===== config.mk =====
export PLATFORM = sky130hd
export DESIGN_NAME = remote_pump_run_control
export DESIGN_NICKNAME = d
export VERILOG_FILES = /design/src/core/pump_pkg.sv /design/src/core/remote_pump_run_control.sv /design/src/core/pin_sync.sv
export SDC_FILE = /design/constraint.sdc
export NUM_CORES = 1
export LEC_CHECK = 0
export BUFFER_PORTS_ARGS = -buffer_cell sky130_fd_sc_hd__buf_2
export CAP_MARGIN = 20
export CELL_PAD_IN_SITES_DETAIL_PLACEMENT = 1
export CELL_PAD_IN_SITES_GLOBAL_PLACEMENT = 2
export CORE_MARGIN = 2
export CORE_UTILIZATION = 39
export DETAILED_ROUTE_END_ITERATION = 8
export GPL_ROUTABILITY_DRIVEN = 0
export GPL_TIMING_DRIVEN = 0
export PLACE_DENSITY = 0.89
export SLEW_MARGIN = 10
export SYNTH_ARGS = -nofsm -noshare
export SYNTH_HDL_FRONTEND = slang
export SYNTH_SLANG_ARGS = --single-unit

===== constraint.sdc =====
create_clock -name pclk -period 7.1 [get_ports pclk]
set_clock_uncertainty 0.15 [all_clocks]
set_input_delay 1.42 -clock pclk [delete_from_list [all_inputs] [get_ports pclk]]
set_output_delay 1.42 -clock pclk [all_outputs]
set_load 0.005 [all_outputs]

===== src/core/pump_pkg.sv =====
package pump_pkg;
  // ----------------------------------------
  // Timing
  // ----------------------------------------
  localparam int unsigned CLK_HZ = 100_000_000;
  localparam int unsigned MIN_PULSE_MS = 500;
  localparam int unsigned MIN_PULSE_CYC = MIN_PULSE_MS * (CLK_HZ / 1000);
  localparam int unsigned LEVEL_HOLD_MS = 2000;
  localparam int unsigned LEVEL_HOLD_CYC = LEVEL_HOLD_MS * (CLK_HZ / 1000);
  localparam int unsigned GATE_MS = 1000;
  localparam int unsigned GATE_CYC = GATE_MS * (CLK_HZ / 1000);
  localparam logic [3:0] SETTLE_CYC = 4'h8;
  // ----------------------------------------
  // Flow scaling, in uL/min
  // ----------------------------------------
  localparam logic [15:0] FULL_5ML = 16'h1388;
  localparam logic [15:0] FULL_10ML = 16'h2710;
  localparam logic [15:0] FLOW_STEP = 16'h000a;
  localparam logic [15:0] FLOW_RESET = 16'h03e8;
  // ----------------------------------------
  // Register map
  // ----------------------------------------
  localparam logic [7:0] CTRL_OFF = 8'h00;
  localparam logic [7:0] STATUS_OFF = 8'h04;
  localparam logic [7:0] INT_STAT_OFF = 8'h08;
  localparam logic [7:0] INT_MASK_OFF = 8'h0c;
  localparam logic [7:0] FLOW_OFF = 8'h10;
  localparam logic [7:0] FREQ_OFF = 8'h14;
  localparam int CTRL_HEAD10_BIT = 0;
  localparam int EV_FAULT_BIT = 0;
  localparam int EV_START_BIT = 1;
  localparam int EV_STOP_BIT = 2;
  localparam logic [2:0] INT_MASK_RESET = 3'h0;
  // Synchroniser order: key_rs, key_up, key_dn, pulse, sel_n, stop_n, run_n
  localparam logic [6:0] PIN_IDLE = 7'h07;
  typedef enum logic [2:0] {
    ST_POWERUP = 3'b001,
    ST_SELECT = 3'b010,
    ST_NORMAL = 3'b100
  } mode_state_type;
endpackage : pump_pkg


===== src/core/remote_pump_run_control.sv =====
`timescale 1ns/1ps
`default_nettype none
module remote_pump_run_control #(
  parameter int unsigned MIN_PULSE_CYC = pump_pkg::MIN_PULSE_CYC,
  parameter int unsigned LEVEL_HOLD_CYC = pump_pkg::LEVEL_HOLD_CYC,
  parameter int unsigned GATE_CYC = pump_pkg::GATE_CYC,
  parameter int ADC_W = 12
) (
  input wire logic pclk,
  input wire logic presetn,
  input wire logic psel,
  input wire logic penable,
  input wire logic pwrite,
  input wire logic [7:0] paddr,
  input wire logic [31:0] pwdata,
  output logic [31:0] prdata,
  output logic pready,
  output logic pslverr,
  input wire logic run_req_n,
  input wire logic stop_req_n,
  input wire logic remote_sel_n,
  input wire logic flow_pulse_input,
  input wire logic key_down,
  input wire logic key_up,
  input wire logic key_runstop,
  input wire logic [ADC_W-1:0] adc_code,
  input wire logic fault_pressure_high,
  input wire logic fault_pressure_low,
  input wire logic fault_motor_stall,
  output logic motor_run,
  output logic relay_coil,
  output logic display_select,
  output logic display_freq,
  output logic remote_flow_active,
  output logic [15:0] flow_setpoint,
  output logic irq
);
  // ----------------------------------------
  // Input synchronisers
  // ----------------------------------------
  logic [6:0] pins_s;
  logic [6:0] pins_d_reg;
  pin_sync #(.WIDTH(7), .IDLE(pump_pkg::PIN_IDLE)) u_sync (
    .pclk(pclk),
    .presetn(presetn),
    .pin_in({key_runstop, key_up, key_down, flow_pulse_input, remote_sel_n,
             stop_req_n, run_req_n}),
    .pin_out(pins_s)
  );
  wire run_low = ~pins_s[0];
  wire stop_low = ~pins_s[1];
  wire remote = ~pins_s[2];
  wire [3:0] rise = pins_s[6:3] & ~pins_d_reg[6:3];
  wire pulse_rise = rise[0];
  wire dn_press = rise[1];
  wire up_press = rise[2];
  wire rs_press = rise[3];

  // ----------------------------------------
  // Low-width counters for run and stop
  // ----------------------------------------
  logic [1:0] fire;
  logic [1:0] held;
  genvar gi;
  generate
    for (gi = 0; gi < 2; gi++) begin : g_width
      logic [31:0] cnt_reg;
      wire low = ~pins_s[gi];
      wire sat = cnt_reg >= LEVEL_HOLD_CYC;
      assign held[gi] = sat;
      // Fires once per low pulse, exactly at the minimum width
      assign fire[gi] = low && (cnt_reg == MIN_PULSE_CYC - 1);
      always_ff @(posedge pclk or negedge presetn) begin
        if (!presetn) begin
          cnt_reg <= 32'h0;
        end else if (!low) begin
          cnt_reg <= 32'h0;
        end else if (!sat) begin
          cnt_reg <= cnt_reg + 32'h1;
        end
      end
    end
  endgenerate
  wire run_fire = fire[0];
  wire stop_fire = fire[1];
  // A stop input held low far beyond a pulse means a jumper to common
  wire level_mode = stop_low && held[1];

  // ----------------------------------------
  // Power-up mode selection
  // ----------------------------------------
  pump_pkg::mode_state_type state_reg;
  pump_pkg::mode_state_type state_next;
  logic [3:0] settle_reg;
  logic freq_mode_reg;
  wire selecting = state_reg == pump_pkg::ST_SELECT;
  wire normal = state_reg == pump_pkg::ST_NORMAL;
  always_comb begin
    state_next = state_reg;
    case (state_reg)
      pump_pkg::ST_POWERUP: begin
        // Wait for the synchronisers to fill before sampling the key
        if (settle_reg == pump_pkg::SETTLE_CYC) begin
          state_next = pins_s[4] ? pump_pkg::ST_SELECT : pump_pkg::ST_NORMAL;
        end
      end
      pump_pkg::ST_SELECT: begin
        if (rs_press) begin
          state_next = pump_pkg::ST_NORMAL;
        end
      end
      pump_pkg::ST_NORMAL: state_next = pump_pkg::ST_NORMAL;
      default: state_next = pump_pkg::ST_POWERUP;
    endcase
  end
  always_ff @(posedge pclk or negedge presetn) begin
    if (!presetn) begin
      state_reg <= pump_pkg::ST_POWERUP;
      settle_reg <= 4'h0;
      freq_mode_reg <= 1'b0;
      pins_d_reg <= pump_pkg::PIN_IDLE;
    end else begin
      state_reg <= state_next;
      pins_d_reg <= pins_s;
      if (settle_reg != pump_pkg::SETTLE_CYC) begin
        settle_reg <= settle_reg + 4'h1;
      end
      if (selecting && dn_press) begin
        freq_mode_reg <= ~freq_mode_reg;
      end
    end
  end

  // ----------------------------------------
  // Motor and fault relay
  // ----------------------------------------
  logic motor_reg;
  logic fault_reg;
  logic [2:0] cause_reg;
  wire [2:0] faults = {fault_motor_stall, fault_pressure_low, fault_pressure_high};
  wire fault_evt = motor_reg && (|faults);
  wire key_toggle = normal && rs_press;
  logic motor_next;
  // Fault first, then level input, then stop before run, then the key
  always_comb begin
    if (fault_evt) begin
      motor_next = 1'b0;
    end else if (level_mode) begin
      motor_next = run_low && !fault_reg;
    end else if (stop_fire) begin
      motor_next = 1'b0;
    end else if (run_fire) begin
      motor_next = 1'b1;
    end else if (key_toggle) begin
      motor_next = ~motor_reg;
    end else begin
      motor_next = motor_reg;
    end
  end
  // Level mode holds the fault until the run input is released, else it re-arms
  wire fault_clr = level_mode ? !run_low : (motor_next && !motor_reg);
  wire start_evt = motor_next && !motor_reg;
  wire stop_evt = !motor_next && motor_reg;
  always_ff @(posedge pclk or negedge presetn) begin
    if (!presetn) begin
      motor_reg <= 1'b0;
      fault_reg <= 1'b0;
      cause_reg <= 3'h0;
    end else begin
      motor_reg <= motor_next;
      if (fault_evt) begin
        fault_reg <= 1'b1;
        cause_reg <= faults;
      end else if (fault_clr) begin
        fault_reg <= 1'b0;
      end
    end
  end

  // ----------------------------------------
  // Flow setpoint
  // ----------------------------------------
  logic head10_reg;
  logic [15:0] panel_flow_reg;
  logic [31:0] gate_cnt_reg;
  logic [15:0] edge_cnt_reg;
  logic [15:0] freq_hz_reg;
  wire [15:0] full = head10_reg ? pump_pkg::FULL_10ML : pump_pkg::FULL_5ML;
  wire panel_keys = normal && !remote;
  wire can_up = panel_flow_reg <= full - pump_pkg::FLOW_STEP;
  wire can_dn = panel_flow_reg >= pump_pkg::FLOW_STEP;
  wire gate_end = gate_cnt_reg == GATE_CYC - 1;
  wire [ADC_W+15:0] adc_prod = adc_code * full;
  wire [15:0] volt_flow = adc_prod[ADC_W+15:ADC_W];
  wire [15:0] freq_flow = (freq_hz_reg > full) ? full : freq_hz_reg;
  wire [15:0] remote_flow = freq_mode_reg ? freq_flow : volt_flow;
  wire [15:0] flow_next = remote ? remote_flow : panel_flow_reg;
  always_ff @(posedge pclk or negedge presetn) begin
    if (!presetn) begin
      panel_flow_reg <= pump_pkg::FLOW_RESET;
      gate_cnt_reg <= 32'h0;
      edge_cnt_reg <= 16'h0;
      freq_hz_reg <= 16'h0;
    end else begin
      if (panel_keys && up_press && can_up) begin
        panel_flow_reg <= panel_flow_reg + pump_pkg::FLOW_STEP;
      end else if (panel_keys && dn_press && can_dn) begin
        panel_flow_reg <= panel_flow_reg - pump_pkg::FLOW_STEP;
      end
      // One-second gate: edge count equals hertz
      gate_cnt_reg <= gate_end ? 32'h0 : gate_cnt_reg + 32'h1;
      if (gate_end) begin
        freq_hz_reg <= edge_cnt_reg;
        edge_cnt_reg <= {15'h0, pulse_rise};
      end else if (pulse_rise && edge_cnt_reg != 16'hffff) begin
        edge_cnt_reg <= edge_cnt_reg + 16'h1;
      end
    end
  end

  // ----------------------------------------
  // APB registers and interrupt
  // ----------------------------------------
  logic [2:0] int_stat_reg;
  logic [2:0] int_mask_reg;
  function automatic logic hit(input logic [7:0] a, input logic [7:0] off);
    hit = a == off;
  endfunction : hit
  wire wr_en = psel && penable && pready && pwrite;
  wire setup = psel && !penable;
  wire [2:0] w1c = (wr_en && hit(paddr, pump_pkg::INT_STAT_OFF)) ? pwdata[2:0] : 3'h0;
  wire [2:0] events = {stop_evt, start_evt, fault_evt};
  // Hardware set wins over a same-cycle software clear
  wire [2:0] int_stat_next = (int_stat_reg & ~w1c) | events;
  wire [31:0] status_word = {21'h0, cause_reg, 2'h0, selecting, freq_mode_reg,
                             remote, level_mode, fault_reg, motor_reg};
  wire mapped = hit(paddr, pump_pkg::CTRL_OFF) || hit(paddr, pump_pkg::STATUS_OFF)
             || hit(paddr, pump_pkg::INT_STAT_OFF) || hit(paddr, pump_pkg::INT_MASK_OFF)
             || hit(paddr, pump_pkg::FLOW_OFF) || hit(paddr, pump_pkg::FREQ_OFF);
  wire [31:0] rd_mux =
      hit(paddr, pump_pkg::CTRL_OFF) ? {31'h0, head10_reg} :
      hit(paddr, pump_pkg::STATUS_OFF) ? status_word :
      hit(paddr, pump_pkg::INT_STAT_OFF) ? {29'h0, int_stat_reg} :
      hit(paddr, pump_pkg::INT_MASK_OFF) ? {29'h0, int_mask_reg} :
      hit(paddr, pump_pkg::FLOW_OFF) ? {16'h0, flow_setpoint} :
      hit(paddr, pump_pkg::FREQ_OFF) ? {16'h0, freq_hz_reg} : 32'h0;
  always_ff @(posedge pclk or negedge presetn) begin
    if (!presetn) begin
      pready <= 1'b0;
      pslverr <= 1'b0;
      prdata <= 32'h0;
      head10_reg <= 1'b0;
      int_stat_reg <= 3'h0;
      int_mask_reg <= pump_pkg::INT_MASK_RESET;
      irq <= 1'b0;
    end else begin
      pready <= setup;
      pslverr <= setup && !mapped;
      prdata <= setup && !pwrite ? rd_mux : 32'h0;
      if (wr_en && hit(paddr, pump_pkg::CTRL_OFF)) begin
        head10_reg <= pwdata[pump_pkg::CTRL_HEAD10_BIT];
      end
      if (wr_en && hit(paddr, pump_pkg::INT_MASK_OFF)) begin
        int_mask_reg <= pwdata[2:0];
      end
      int_stat_reg <= int_stat_next;
      irq <= |(int_stat_next & int_mask_reg);
    end
  end

  // ----------------------------------------
  // Registered outputs
  // ----------------------------------------
  always_ff @(posedge pclk or negedge presetn) begin
    if (!presetn) begin
      motor_run <= 1'b0;
      relay_coil <= 1'b0;
      display_select <= 1'b0;
      display_freq <= 1'b0;
      remote_flow_active <= 1'b0;
      flow_setpoint <= pump_pkg::FLOW_RESET;
    end else begin
      motor_run <= motor_next;
      relay_coil <= fault_evt || (fault_reg && !fault_clr);
      display_select <= state_next == pump_pkg::ST_SELECT;
      display_freq <= freq_mode_reg;
      remote_flow_active <= remote;
      flow_setpoint <= flow_next;
    end
  end

  // ----------------------------------------
  // Assertions
  // ----------------------------------------
  a_fault_relay: assert property (@(posedge pclk) disable iff (!presetn)
    fault_evt |=> relay_coil && !motor_run) else $error("relay not set on fault");
  a_fault_stop: assert property (@(posedge pclk) disable iff (!presetn)
    motor_reg && fault_motor_stall |=> !motor_reg ##1 !motor_run)
    else $error("stall did not stop pump");
  a_start_cause: assert property (@(posedge pclk) disable iff (!presetn)
    $rose(motor_reg) |-> $past(run_fire || key_toggle || level_mode))
    else $error("pump started without cause");
  a_stop_pulse: assert property (@(posedge pclk) disable iff (!presetn)
    stop_fire && !level_mode |=> !motor_reg) else $error("stop pulse ignored");
  a_level_follow: assert property (@(posedge pclk) disable iff (!presetn)
    level_mode && !run_low |=> !motor_reg) else $error("level mode not stopping");
  a_panel_flow: assert property (@(posedge pclk) disable iff (!presetn)
    !remote |=> flow_setpoint == $past(panel_flow_reg)) else $error("panel flow not used");
  a_remote_keys: assert property (@(posedge pclk) disable iff (!presetn)
    remote && up_press |=> $stable(panel_flow_reg)) else $error("panel key in remote");
  a_sel_toggle: assert property (@(posedge pclk) disable iff (!presetn)
    selecting && dn_press |=> freq_mode_reg != $past(freq_mode_reg))
    else $error("mode not toggled");
  a_sel_exit: assert property (@(posedge pclk) disable iff (!presetn)
    selecting && rs_press |=> normal && $stable(freq_mode_reg) ##1 !display_select)
    else $error("selection not left");
  a_apb_ready: assert property (@(posedge pclk) disable iff (!presetn)
    psel && !penable |=> pready) else $error("no ready after setup");
  a_run_start: assert property (@(posedge pclk) disable iff (!presetn)
    run_fire && !stop_fire && !level_mode && !fault_evt |=> motor_reg)
    else $error("run pulse ignored");
  a_level_run: assert property (@(posedge pclk) disable iff (!presetn)
    level_mode && run_low && !fault_reg && !fault_evt |=> motor_reg)
    else $error("level mode not running");
endmodule : remote_pump_run_control
`default_nettype wire


===== src/core/pin_sync.sv =====
`timescale 1ns/1ps
`default_nettype none
module pin_sync #(
  parameter int WIDTH = 1,
  parameter logic [WIDTH-1:0] IDLE = '0
) (
  input wire logic pclk,
  input wire logic presetn,
  input wire logic [WIDTH-1:0] pin_in,
  output logic [WIDTH-1:0] pin_out
);
  logic [WIDTH-1:0] s1_reg;
  logic [WIDTH-1:0] s2_reg;
  logic [WIDTH-1:0] s3_reg;
  // A change counts only once stages two and three agree
  wire [WIDTH-1:0] agree = ~(s2_reg ^ s3_reg);
  always_ff @(posedge pclk or negedge presetn) begin
    if (!presetn) begin
      s1_reg <= IDLE;
      s2_reg <= IDLE;
      s3_reg <= IDLE;
      pin_out <= IDLE;
    end else begin
      s1_reg <= pin_in;
      s2_reg <= s1_reg;
      s3_reg <= s2_reg;
      pin_out <= (agree & s3_reg) | (~agree & pin_out);
    end
  end
endmodule : pin_sync
`default_nettype wire


==> results of run 1 <==
==> synth_stat cells (all sizes together), types with 21 or more instances <==
library cell,instances,area [um2]
nor2,152,571
nor3,22,120
buf,22,145
dfstp,25,657
a21oi,30,150
xnor2,45,394
mux2,21,236
nor4,21,180
dfrtp,209,5230
and2,22,138
fa,51,1020
clkbuf,37,139
nand4,30,188
and3,33,206
nand2,80,300
ha,88,1100
nor2b,23,144
o21ai,46,230
nand3,62,310
inv,108,405
mux2i,21,210
xor2,77,674
==> worst reg2reg max path, delay by kind of cell, from the launching register on <==
kind | cells | cell delay, ns
AOI/OAI and AO/OA | 6 | 1.67
adders and majority gates | 5 | 2.40
buffers and inverters | 7 | 1.23
DFF | 1 | 0.63
and+or+nand+nor | 1 | 0.37
==> where the power goes <==
part | internal [uW] | switching [uW]
Sequential | 1500 | 142
Clock | 856 | 566
Combinational | 611 | 837
==> routing by layer <==
layer	GRT usage	part of all wire	up-vias
met5	0	0	-
met4	0.0481	0.024	0
met3	0.0221	0.034	41
met2	0.319	0.48	146
met1	0.267	0.47	5212
li1	-	-	4915
==> area by class of cell <==
class / count / area (um2)
Timing Repair Buffer: 76 / 435
Clock inverter: 10 / 118
Sequential cell: 234 / 5890
Inverter: 108 / 405
Fill cell: 3991 / 19400
Tap cell: 461 / 577
Buffer: 59 / 287
Multi-Input combinational cell: 1001 / 7480
Clock buffer: 39 / 801
==> kinds of logic after synthesis <==
group,share of synthesized area
adder cells (fa/ha/maj),0.157
AND/OR/NAND/NOR,0.190
AO/OA/AOI/OAI,0.0720
other,0.000539
multiplexers,0.0320
flip-flops,0.422
XOR/XNOR,0.0766
buffers and inverters,0.0495
==> timing repair <==
item / 4_1_cts / 5_1_grt
hold buffers: 0 / 0
endpoints found under the setup margin: 0 / 6
resized for setup: 0 / 5
==> worst paths after layout <==
| kind | cells past startpoint | to |
|---|---|---|
| max in group asynchronous | 3 | panel_flow_reg[5] |
| min in group asynchronous | 1 | g_width[0].cnt_reg[11] |
| worst min-delay path | 0 | u_sync.s2_reg[5] |
| worst max register to register | 19 | flow_setpoint[11] |
| worst min register to register | 0 | u_sync.s2_reg[5] |
| worst max-delay path | 19 | flow_setpoint[11] |
==> layout by cell type, fill, tap and decap left out, drive strengths merged, types with 4 or more instances in the layout <==
master,count
a221o,4
nand3,62
o22ai,5
o21ai,46
a31oi,9
xnor2,45
nor3,22
and3,33
nand3b,6
or3,11
ha,88
o21a,4
or2,6
buf,98
dfrtp,209
or4,4
dfstp,25
a21o,5
inv,109
a22o,4
nand2b,8
mux2,21
a221oi,4
a21oi,30
nor4,21
conb,33
and4,12
clkbuf,76
nor2b,23
nor2,152
fa,51
maj3,7
xor2,77
mux2i,21
nand2,80
nand4,30
and2,22
clkinvlp,4
a211oi,6
==> metrics by stage <==
step / instance area [um2] / util / worst slack [ns] / std cells / hold WS [ns]
finish: 16000 / 0.452 / 0.489 / 1988 / 0.206
global route: 16000 / 0.452 / 0.193 / 1988 / 0.209
CTS: 16000 / 0.452 / 0.0529 / 1988 / 0.208
detailed placement: 15100 / 0.426 / 0.0845 / 1939 / 0.193
global placement: 15000 / 0.424 / 0.222 / 1937 / 0.184
floorplan: 14100 / - / 1.04 / 1402 / 0.181
==> impl_metrics.ini, run 1 <==
[power]
power_uw = 4510
p_leak_uw = 0.00763
power-per-cell-area_nw_per_um2 = 282
vdd_drop_max_uv = 187

[worst_setup_path]
crit_slowest_cell = dfrtp_1
reg2reg_slack_ns = 0.49
crit_path_start_kind = flop
worstPathArrival_ns = 6.85
crit_top_cell = inv_1
r2r_start = head10_reg
crit_path_cell_trace = clkbuf_2 -> inv_1 -> clkbuf_2 -> o21ai_0 -> inv_1 -> fa_1 -> inv_1 -> fa_1 -> fa_1 -> inv_1 -> fa_1 -> inv_1 -> ha_1 -> or3_1 -> o22a_1 -> a31o_2 -> a2111o_1 -> a32oi_1 -> o21ai_0
cp-end-kind = flop
cp_num_buf_inv = 7
cp.required_ns = 7.34
cp-startpoint = head10_reg
slowest_delay_ns = 0.63
critPathTopFamily = adder cells
crit_fanout = 15
path_class = flop to flop

[global_routing]
grt_pass1_wl_mm = 56.8
grt_max_degree = 108
grt_pass1_vias = 10770
grt_usage = 0.192
antenna_found_initial = 1
gr-total-overflow = 0

[cts]
htree_levels = 1
cts_root_buf = clkbuf_16
cts_buffer_depth = 3
clkSlewWorstSetupHoldPaths_ns = 0.06
cts_sinks = 234
cts_tree = built
clk-insertion-delay-late_ns = 0.53
cts_setup_buffers = 0
cts_buffers = 27

[synthesis]
synth_warnings = 0
synth.avg_cell_area_um2 = 10.2
synth_flop_cell = dfrtp_1
synth_edf_count = 0
async_reset_ff_frac = 1.00
ys_seq_elements = 234
synthCells = 1371
synth_cell_types = 79
ys_seq_area_frac = 0.422
synth_area_um2 = 13900

[layout]
antenna_cells = 0
nNetsFinal = 1713
area.growth.synth_to_final_pct = 14.7
largest_reg_flops = 64
drive_above_1_share = 0.137

[floorplanning]
die_h_um = 193
std_cell_rows = 69
die_w_um = 193
core_region_area_um2 = 35400
ios = 123
die-area_um2 = 37300
start_util = 0.394

[timing]
setup_tns_ns = 0
hold_viol_final = 0
period_share = 0.931
rsz0062_at_grt = no
drv_slew = 0
max_freq_ghz = 0.151
maxSlewHeadroom = 0.357
worst_pin_slew_ns = 0.956
post-route-min-period_ns = 6.61
setup_violations = 0

[place]
portBuffers = 74
hpwl_mm = 26.5

[routing]
drc_errors = 0
vias = 10314
vias_per_cell = 5.19
avgRoutedWirePerCell_um = 17.6
dr.first_iter.drc_count = 418
antenna_left = 0
wirelength_mm = 35.0
drt_pre_antenna_iters = 6

[outcome]
outcome = finished, final reports clean

[min_path]
min_path_type = flop to flop
min_from = u_sync.s1_reg[5]

[run]
cap_violations = 0
No activity file was read; power rests on OpenSTA's default activity.
==> run 2: changes to the inputs <==
Settings changed: PLACE_DENSITY 0.89 to 0.81.
==> run 2 against run 1 <==
Power is 0.51% lower. Setup slack better by 0.088 ns. Critical path depth stayed put. Sequential share of layout area hardly changed. Largest cell class unchanged.
==> impl_metrics.ini, run 2 (synthesis gave the netlist of run 1 again) <==
[power]
p_leak_uw = 0.00763
switching_share = 0.344
vdd_drop_max_uv = 191
p_int_uw = 2940
power_uw = 4490
p_sw_uw = 1540
power_frac_comb = 0.323
power-per-cell-area_nw_per_um2 = 281
power.share.sequential = 0.366
p_clk_frac = 0.311

[cts]
cts_buffer_depth = 3
htree_levels = 1
cts_hold_buf = 0
clk-insertion-delay-late_ns = 0.54
cts_root_buf = clkbuf_16
clkSlewWorstSetupHoldPaths_ns = 0.06
cts_sinks = 234
cts_buffers = 28
cts_tree = built

[timing]
drv_slew = 0
setup_tns_ns = 0
period_share = 0.919
maxSlewHeadroom = 0.343
rsz0062_at_grt = no
worst_pin_slew_ns = 0.976
setup_violations = 0
layout_setup_ws_ns = 0.577
max_freq_ghz = 0.153
hold_viol_final = 0
post-route-min-period_ns = 6.52

[worst_setup_path]
worstRegToRegCells = 19
crit_slowest_cell = dfrtp_1
crit_fanout = 11
worstPathArrival_ns = 6.77
crit_path_cell_trace = clkbuf_1 -> clkinvlp_4 -> buf_4 -> o21ai_0 -> inv_1 -> fa_1 -> inv_1 -> fa_1 -> fa_1 -> inv_1 -> fa_1 -> inv_1 -> ha_1 -> or3_1 -> o22a_1 -> a31o_2 -> a2111o_1 -> a32oi_1 -> o21ai_0
cp-startpoint = head10_reg
reg2reg_slack_ns = 0.58
path_class = flop to flop
reg2reg_to = flow_setpoint[11]
slowest_delay_ns = 0.67
cp-end-kind = flop
crit_path_start_kind = flop
r2r_start = head10_reg
cp.required_ns = 7.35

[floorplanning]
die-area_um2 = 37300
core_region_area_um2 = 35400
die_h_um = 193
die_w_um = 193
ios = 123
start_util = 0.394
std_cell_rows = 69

[min_path]
hold-path-cell-count = 0
hold_end = u_sync.s2_reg[4]
min_from = u_sync.s1_reg[4]
min_path_type = flop to flop

[global_routing]
grt_pass1_wl_mm = 57.8
grt_max_degree = 86
gr-total-overflow = 0
grt_usage = 0.195
antenna_found_initial = 1
grt_pass1_vias = 10840

[routing]
wirelength_mm = 35.4
antenna_left = 0
drt_pre_antenna_iters = 4
vias = 10312
avgRoutedWirePerCell_um = 17.7
drc_errors = 0
dr.first_iter.drc_count = 436
vias_per_cell = 5.17

[layout]
final_common_cell = dfrtp_1
drive_above_1_share = 0.135
largest_reg_flops = 64
fillers = 4045
nNetsFinal = 1715
area.growth.synth_to_final_pct = 14.7
final_cell_mix = 209 x dfrtp_1, 152 x nor2_1, 107 x inv_1, 88 x ha_1, 80 x nand2_1
final_util = 0.452

[place]
place_ws_ns = -0.0273
portBuffers = 74
hpwl_mm = 26.8

[outcome]
outcome = finished, final reports clean

[run]
cap_violations = 0
[run 2: cell count changes in the layout (fill, tap and decap cells not counted), sizes merged]
cell | before | now
buf | 98 | 100
clkinv | 3 | 7
diode | 0 | 1
clkbuf | 76 | 80
bufinv | 2 | 1
inv | 109 | 107
clkinvlp | 4 | 1
[run 2: worst max path at each step]
| stage | endpoint | cells after the start |
|---|---|---|
| finish | flow_setpoint[11] | 19 |
| global route | flow_setpoint[11] | 19 |
| CTS | flow_setpoint[11] | 18 |
| detailed placement | flow_setpoint[11] | 20 |
| global placement | flow_setpoint[11] | 19 |
| floorplan | flow_setpoint[11] | 17 |
[run 2: repair_timing]
action,CTS,global route
resized for setup,0,1
buffers inserted,0,2
setup endpoints to repair,1,1
[run 2: per-stage QoR]
| step | cells | hold WS [ns] | cell area [um2] |
|---|---|---|---|
| 2_1_floorplan | 1402 | 0.181 | 14100 |
| 3_3_place_gp | 1937 | 0.182 | 15000 |
| 3_5_place_dp | 1939 | 0.187 | 15100 |
| 4_1_cts | 1990 | 0.176 | 16000 |
| 5_1_grt | 1993 | 0.192 | 16000 |
| 6_report | 1993 | 0.181 | 16000 |
[run 2: worst max-delay path: cells and delay by family, from the launching register on]
family,cells,cell delay [ns]
adder cells (fa/ha/maj),5,2.33
AO/OA/AOI/OAI,6,1.55
buffers and inverters,7,1.29
flip-flops,1,0.67
AND/OR/NAND/NOR,1,0.37
[run 2: cell type report]
class                           instances  area [um2]  area share
Multi-Input combinational cell       1001        7480       0.468
Sequential cell                       234        5890       0.368
Clock inverter                          8        65.1     0.00407
Timing Repair Buffer                   78         450      0.0282
Antenna cell                            1        2.50    0.000157
Clock buffer                           44         832      0.0521
Tap cell                              461         577      0.0361
Inverter                              108         409      0.0256
Buffer                                 58         280      0.0175
[run 2: metal layers]
layer  routed length [um]  global-route usage  vias up
met5                    0                   0        -
met4                  633              0.0396        0
met3                 1300              0.0232       40
met2                16800               0.325      141
met1                16600               0.275     5214
li1                     -                   -     4917
[run 2: power groups by stage]
stage	Sequential (uW)	Clock, uW	Combinational (uW)
2_1_floorplan	1610	0	1030
3_3_place_gp	1660	0	1410
3_5_place_dp	1660	0	1460
4_1_cts	1640	1440	1470
5_1_grt	1660	1490	1650
6_report	1640	1400	1450
==> run 3: changes to the inputs <==
Settings changed: SYNTH_HIERARCHICAL from default to 1.
==> run 3 against run 2 <==
Combinational power down 6%. Critical path type unchanged. First-iteration DRC count grew 1.8%. Power increased by 4.1%. Design area rose by 0.31%. Non-clock buffer count rose by 4. Largest power group is now clock. Maximum frequency fell by 1.2%. Worst hold slack better by 0.018 ns. Core utilization increased by 1.0 points. Count of clock-buffer cells in the layout decreased by 12. Register-to-register slack lost 0.08 ns. Global-route usage is 0.085 points lower. Highest routed layer unchanged.
==> impl_metrics.ini, run 3 <==
[timing]
rsz0062_at_grt = no
period_share = 0.930
hold_viol_final = 0
setup_violations = 0
maxSlewHeadroom = 0.352
worst_pin_slew_ns = 0.967
drv_slew = 0
max_freq_ghz = 0.151
post-route-min-period_ns = 6.60

[place]
portBuffers = 76
place_area_um2 = 14900
hpwl_mm = 26.7

[worst_setup_path]
crit_top_cell = fa_1
slowest_delay_ns = 0.60
crit_path_start_kind = flop
path_class = flop to flop
crit_slowest_cell = dfrtp_2
cp.required_ns = 7.37
cp-end-kind = flop
worstPathArrival_ns = 6.87
crit_path_cell_trace = clkbuf_1 -> clkbuf_1 -> nor2_1 -> a21oi_1 -> fa_1 -> inv_1 -> fa_1 -> fa_1 -> inv_1 -> fa_1 -> inv_1 -> ha_1 -> and3_1 -> a211oi_2 -> o211ai_1 -> a31oi_1 -> nand2b_1 -> mux2_1 -> a221o_1
crit_fanout = 11
critPathTopFamily = adder cells
cp_num_buf_inv = 5

[power]
p_leak_uw = 0.00750
p_clk_frac = 0.357
p_int_uw = 3180
power-per-cell-area_nw_per_um2 = 291
vdd_drop_max_uv = 167
switching_share = 0.320
p_sw_uw = 1490
power.share.sequential = 0.351
power_frac_comb = 0.292
power_uw = 4670

[cts]
clk-insertion-delay-late_ns = 0.54
clkSlewWorstSetupHoldPaths_ns = 0.06
cts_hold_buf = 0
cts_buffers = 27
cts_sinks = 234
cts_root_buf = clkbuf_16
htree_levels = 1
cts_buffer_depth = 3
cts_tree = built

[layout]
final_common_cell = dfrtp_1
nNetsFinal = 1716
final_cell_mix = 208 x dfrtp_1, 146 x nor2_1, 109 x inv_1, 99 x nand2_1, 87 x ha_1
drive_above_1_share = 0.146
final_area_um2 = 16000
area.growth.synth_to_final_pct = 16.0
largest_reg_flops = 64
antenna_cells = 0

[synthesis]
synth.avg_cell_area_um2 = 10.1
ys_seq_area_frac = 0.426
synth_top_cells_by_count = 209 x dfrtp_1, 146 x nor2_1, 110 x inv_1, 99 x nand2_1, 87 x ha_1
synthCells = 1373
synthTopCellsByArea = dfrtp_1 38%, ha_1 7.9%, fa_1 7.4%
synth_most_common_cell = dfrtp_1
synth_top_cell_area_share = 0.379
synth_flop_cell = dfrtp_1
ys_seq_elements = 234
synth_warnings = 6
synth_cell_types = 70
async_reset_ff_frac = 1.00
synth_top_area_cell = dfrtp_1
synth_area_um2 = 13800
synth_edf_count = 0

[run]
cap_violations = 0

[global_routing]
gr-total-overflow = 0
grt_usage = 0.194
antenna_found_initial = 1
grt_pass1_wl_mm = 56.7
grt_max_degree = 97
grt_pass1_vias = 10626

[min_path]
min_path_type = flop to flop

[routing]
drt_pre_antenna_iters = 5
wirelength_mm = 35.3
vias = 10278
drc_errors = 0
antenna_left = 0
vias_per_cell = 5.17
dr.first_iter.drc_count = 444
avgRoutedWirePerCell_um = 17.7

[floorplanning]
std_cell_rows = 68
die_h_um = 192
core_region_area_um2 = 34700
die-area_um2 = 36900
start_util = 0.398
die_w_um = 192
ios = 123

[outcome]
outcome = finished, final reports clean
## run 3: changes by cell type in the layout (fill, tap and decap cells not counted), sizes merged, moves of 10 or more
cell,change
xor2,-23
nand2,+19
a21oi,+13
and2,-13
xnor2,+10
## run 3: timing repair
action,CTS,global route
setup buffers,0,0
gates cloned,0,1
resized for setup,0,2
endpoints found under the setup margin,2,1
## run 3: kinds of logic (layout without fill, tap and decap cells)
group / after synthesis / in the layout / share of synthesized area
XOR/XNOR: 109 / 109 / 0.0691
other: 2 / 33 / 0.000544
multiplexers: 43 / 43 / 0.0335
AO/OA/AOI/OAI: 158 / 158 / 0.0742
buffers and inverters: 173 / 301 / 0.0514
adder cells (fa/ha/maj): 145 / 145 / 0.158
AND/OR/NAND/NOR: 509 / 509 / 0.187
flip-flops: 234 / 234 / 0.426
## run 3: final cells by class
| class | instances | area, um2 |
|---|---|---|
| Buffer | 62 | 294 |
| Clock buffer | 32 | 724 |
| Clock inverter | 18 | 355 |
| Fill cell | 3926 | 18700 |
| Inverter | 110 | 417 |
| Multi-Input combinational cell | 997 | 7330 |
| Sequential cell | 234 | 5890 |
| Tap cell | 455 | 569 |
| Timing Repair Buffer | 78 | 445 |
| Timing Repair inverter | 1 | 5.00 |
## run 3: worst register-to-register path, stage by stage, from the launching register on
cell      delay [ns]
dfrtp_2         0.60
clkbuf_1        0.50
clkbuf_1        0.47
nor2_1          0.20
a21oi_1         0.23
fa_1            0.45
inv_1           0.08
fa_1            0.44
fa_1            0.54
inv_1           0.05
fa_1            0.52
inv_1           0.04
ha_1            0.31
and3_1          0.18
a211oi_2        0.45
o211ai_1        0.25
a31oi_1         0.24
nand2b_1        0.15
mux2_1          0.32
a221o_1         0.31
## run 3: power groups by stage
stage,clock network (uW),logic (uW),registers [uW]
2_1_floorplan,0,988,1600
3_3_place_gp,0,1330,1660
3_5_place_dp,0,1370,1660
4_1_cts,1710,1390,1640
5_1_grt,1750,1560,1660
6_report,1660,1360,1640
## run 3: worst paths after layout
| path | end | slack [ns] | cells after the start | start |
|---|---|---|---|---|
| setup / recovery | flow_setpoint[13] | 0.50 | 19 | head10_reg |
| hold / removal | u_sync/s2_reg[5] | 0.20 | 0 | u_sync/s1_reg[5] |
| setup reg to reg | flow_setpoint[13] | 0.50 | 19 | head10_reg |
| hold reg to reg | u_sync/s2_reg[5] | 0.20 | 0 | u_sync/s1_reg[5] |
| max in group asynchronous | flow_setpoint[7] | 4.81 | 3 | presetn |
| min in group asynchronous | g_width[0].cnt_reg[23] | 0.68 | 1 | presetn |
## run 3: metal layers
layer | track usage | up-vias | share of wire
li1 | - | 4896 | -
met1 | 0.290 | 5199 | 0.50
met2 | 0.303 | 142 | 0.45
met3 | 0.0243 | 41 | 0.035
met4 | 0.0396 | 0 | 0.019
met5 | 0 | - | 0
## run 3: stage by stage
stage	hold WS (ns)	util	setup slack, ns	TNS, ns	cells
global placement	0.184	0.429	-0.0911	-0.0911	1935
finish	0.199	0.462	0.498	0	1987
global route	0.206	0.462	0.145	0	1987
CTS	0.202	0.462	0.345	0	1986
detailed placement	0.186	0.431	-0.118	-0.148	1937
floorplan	0.181	-	0.834	0	1404
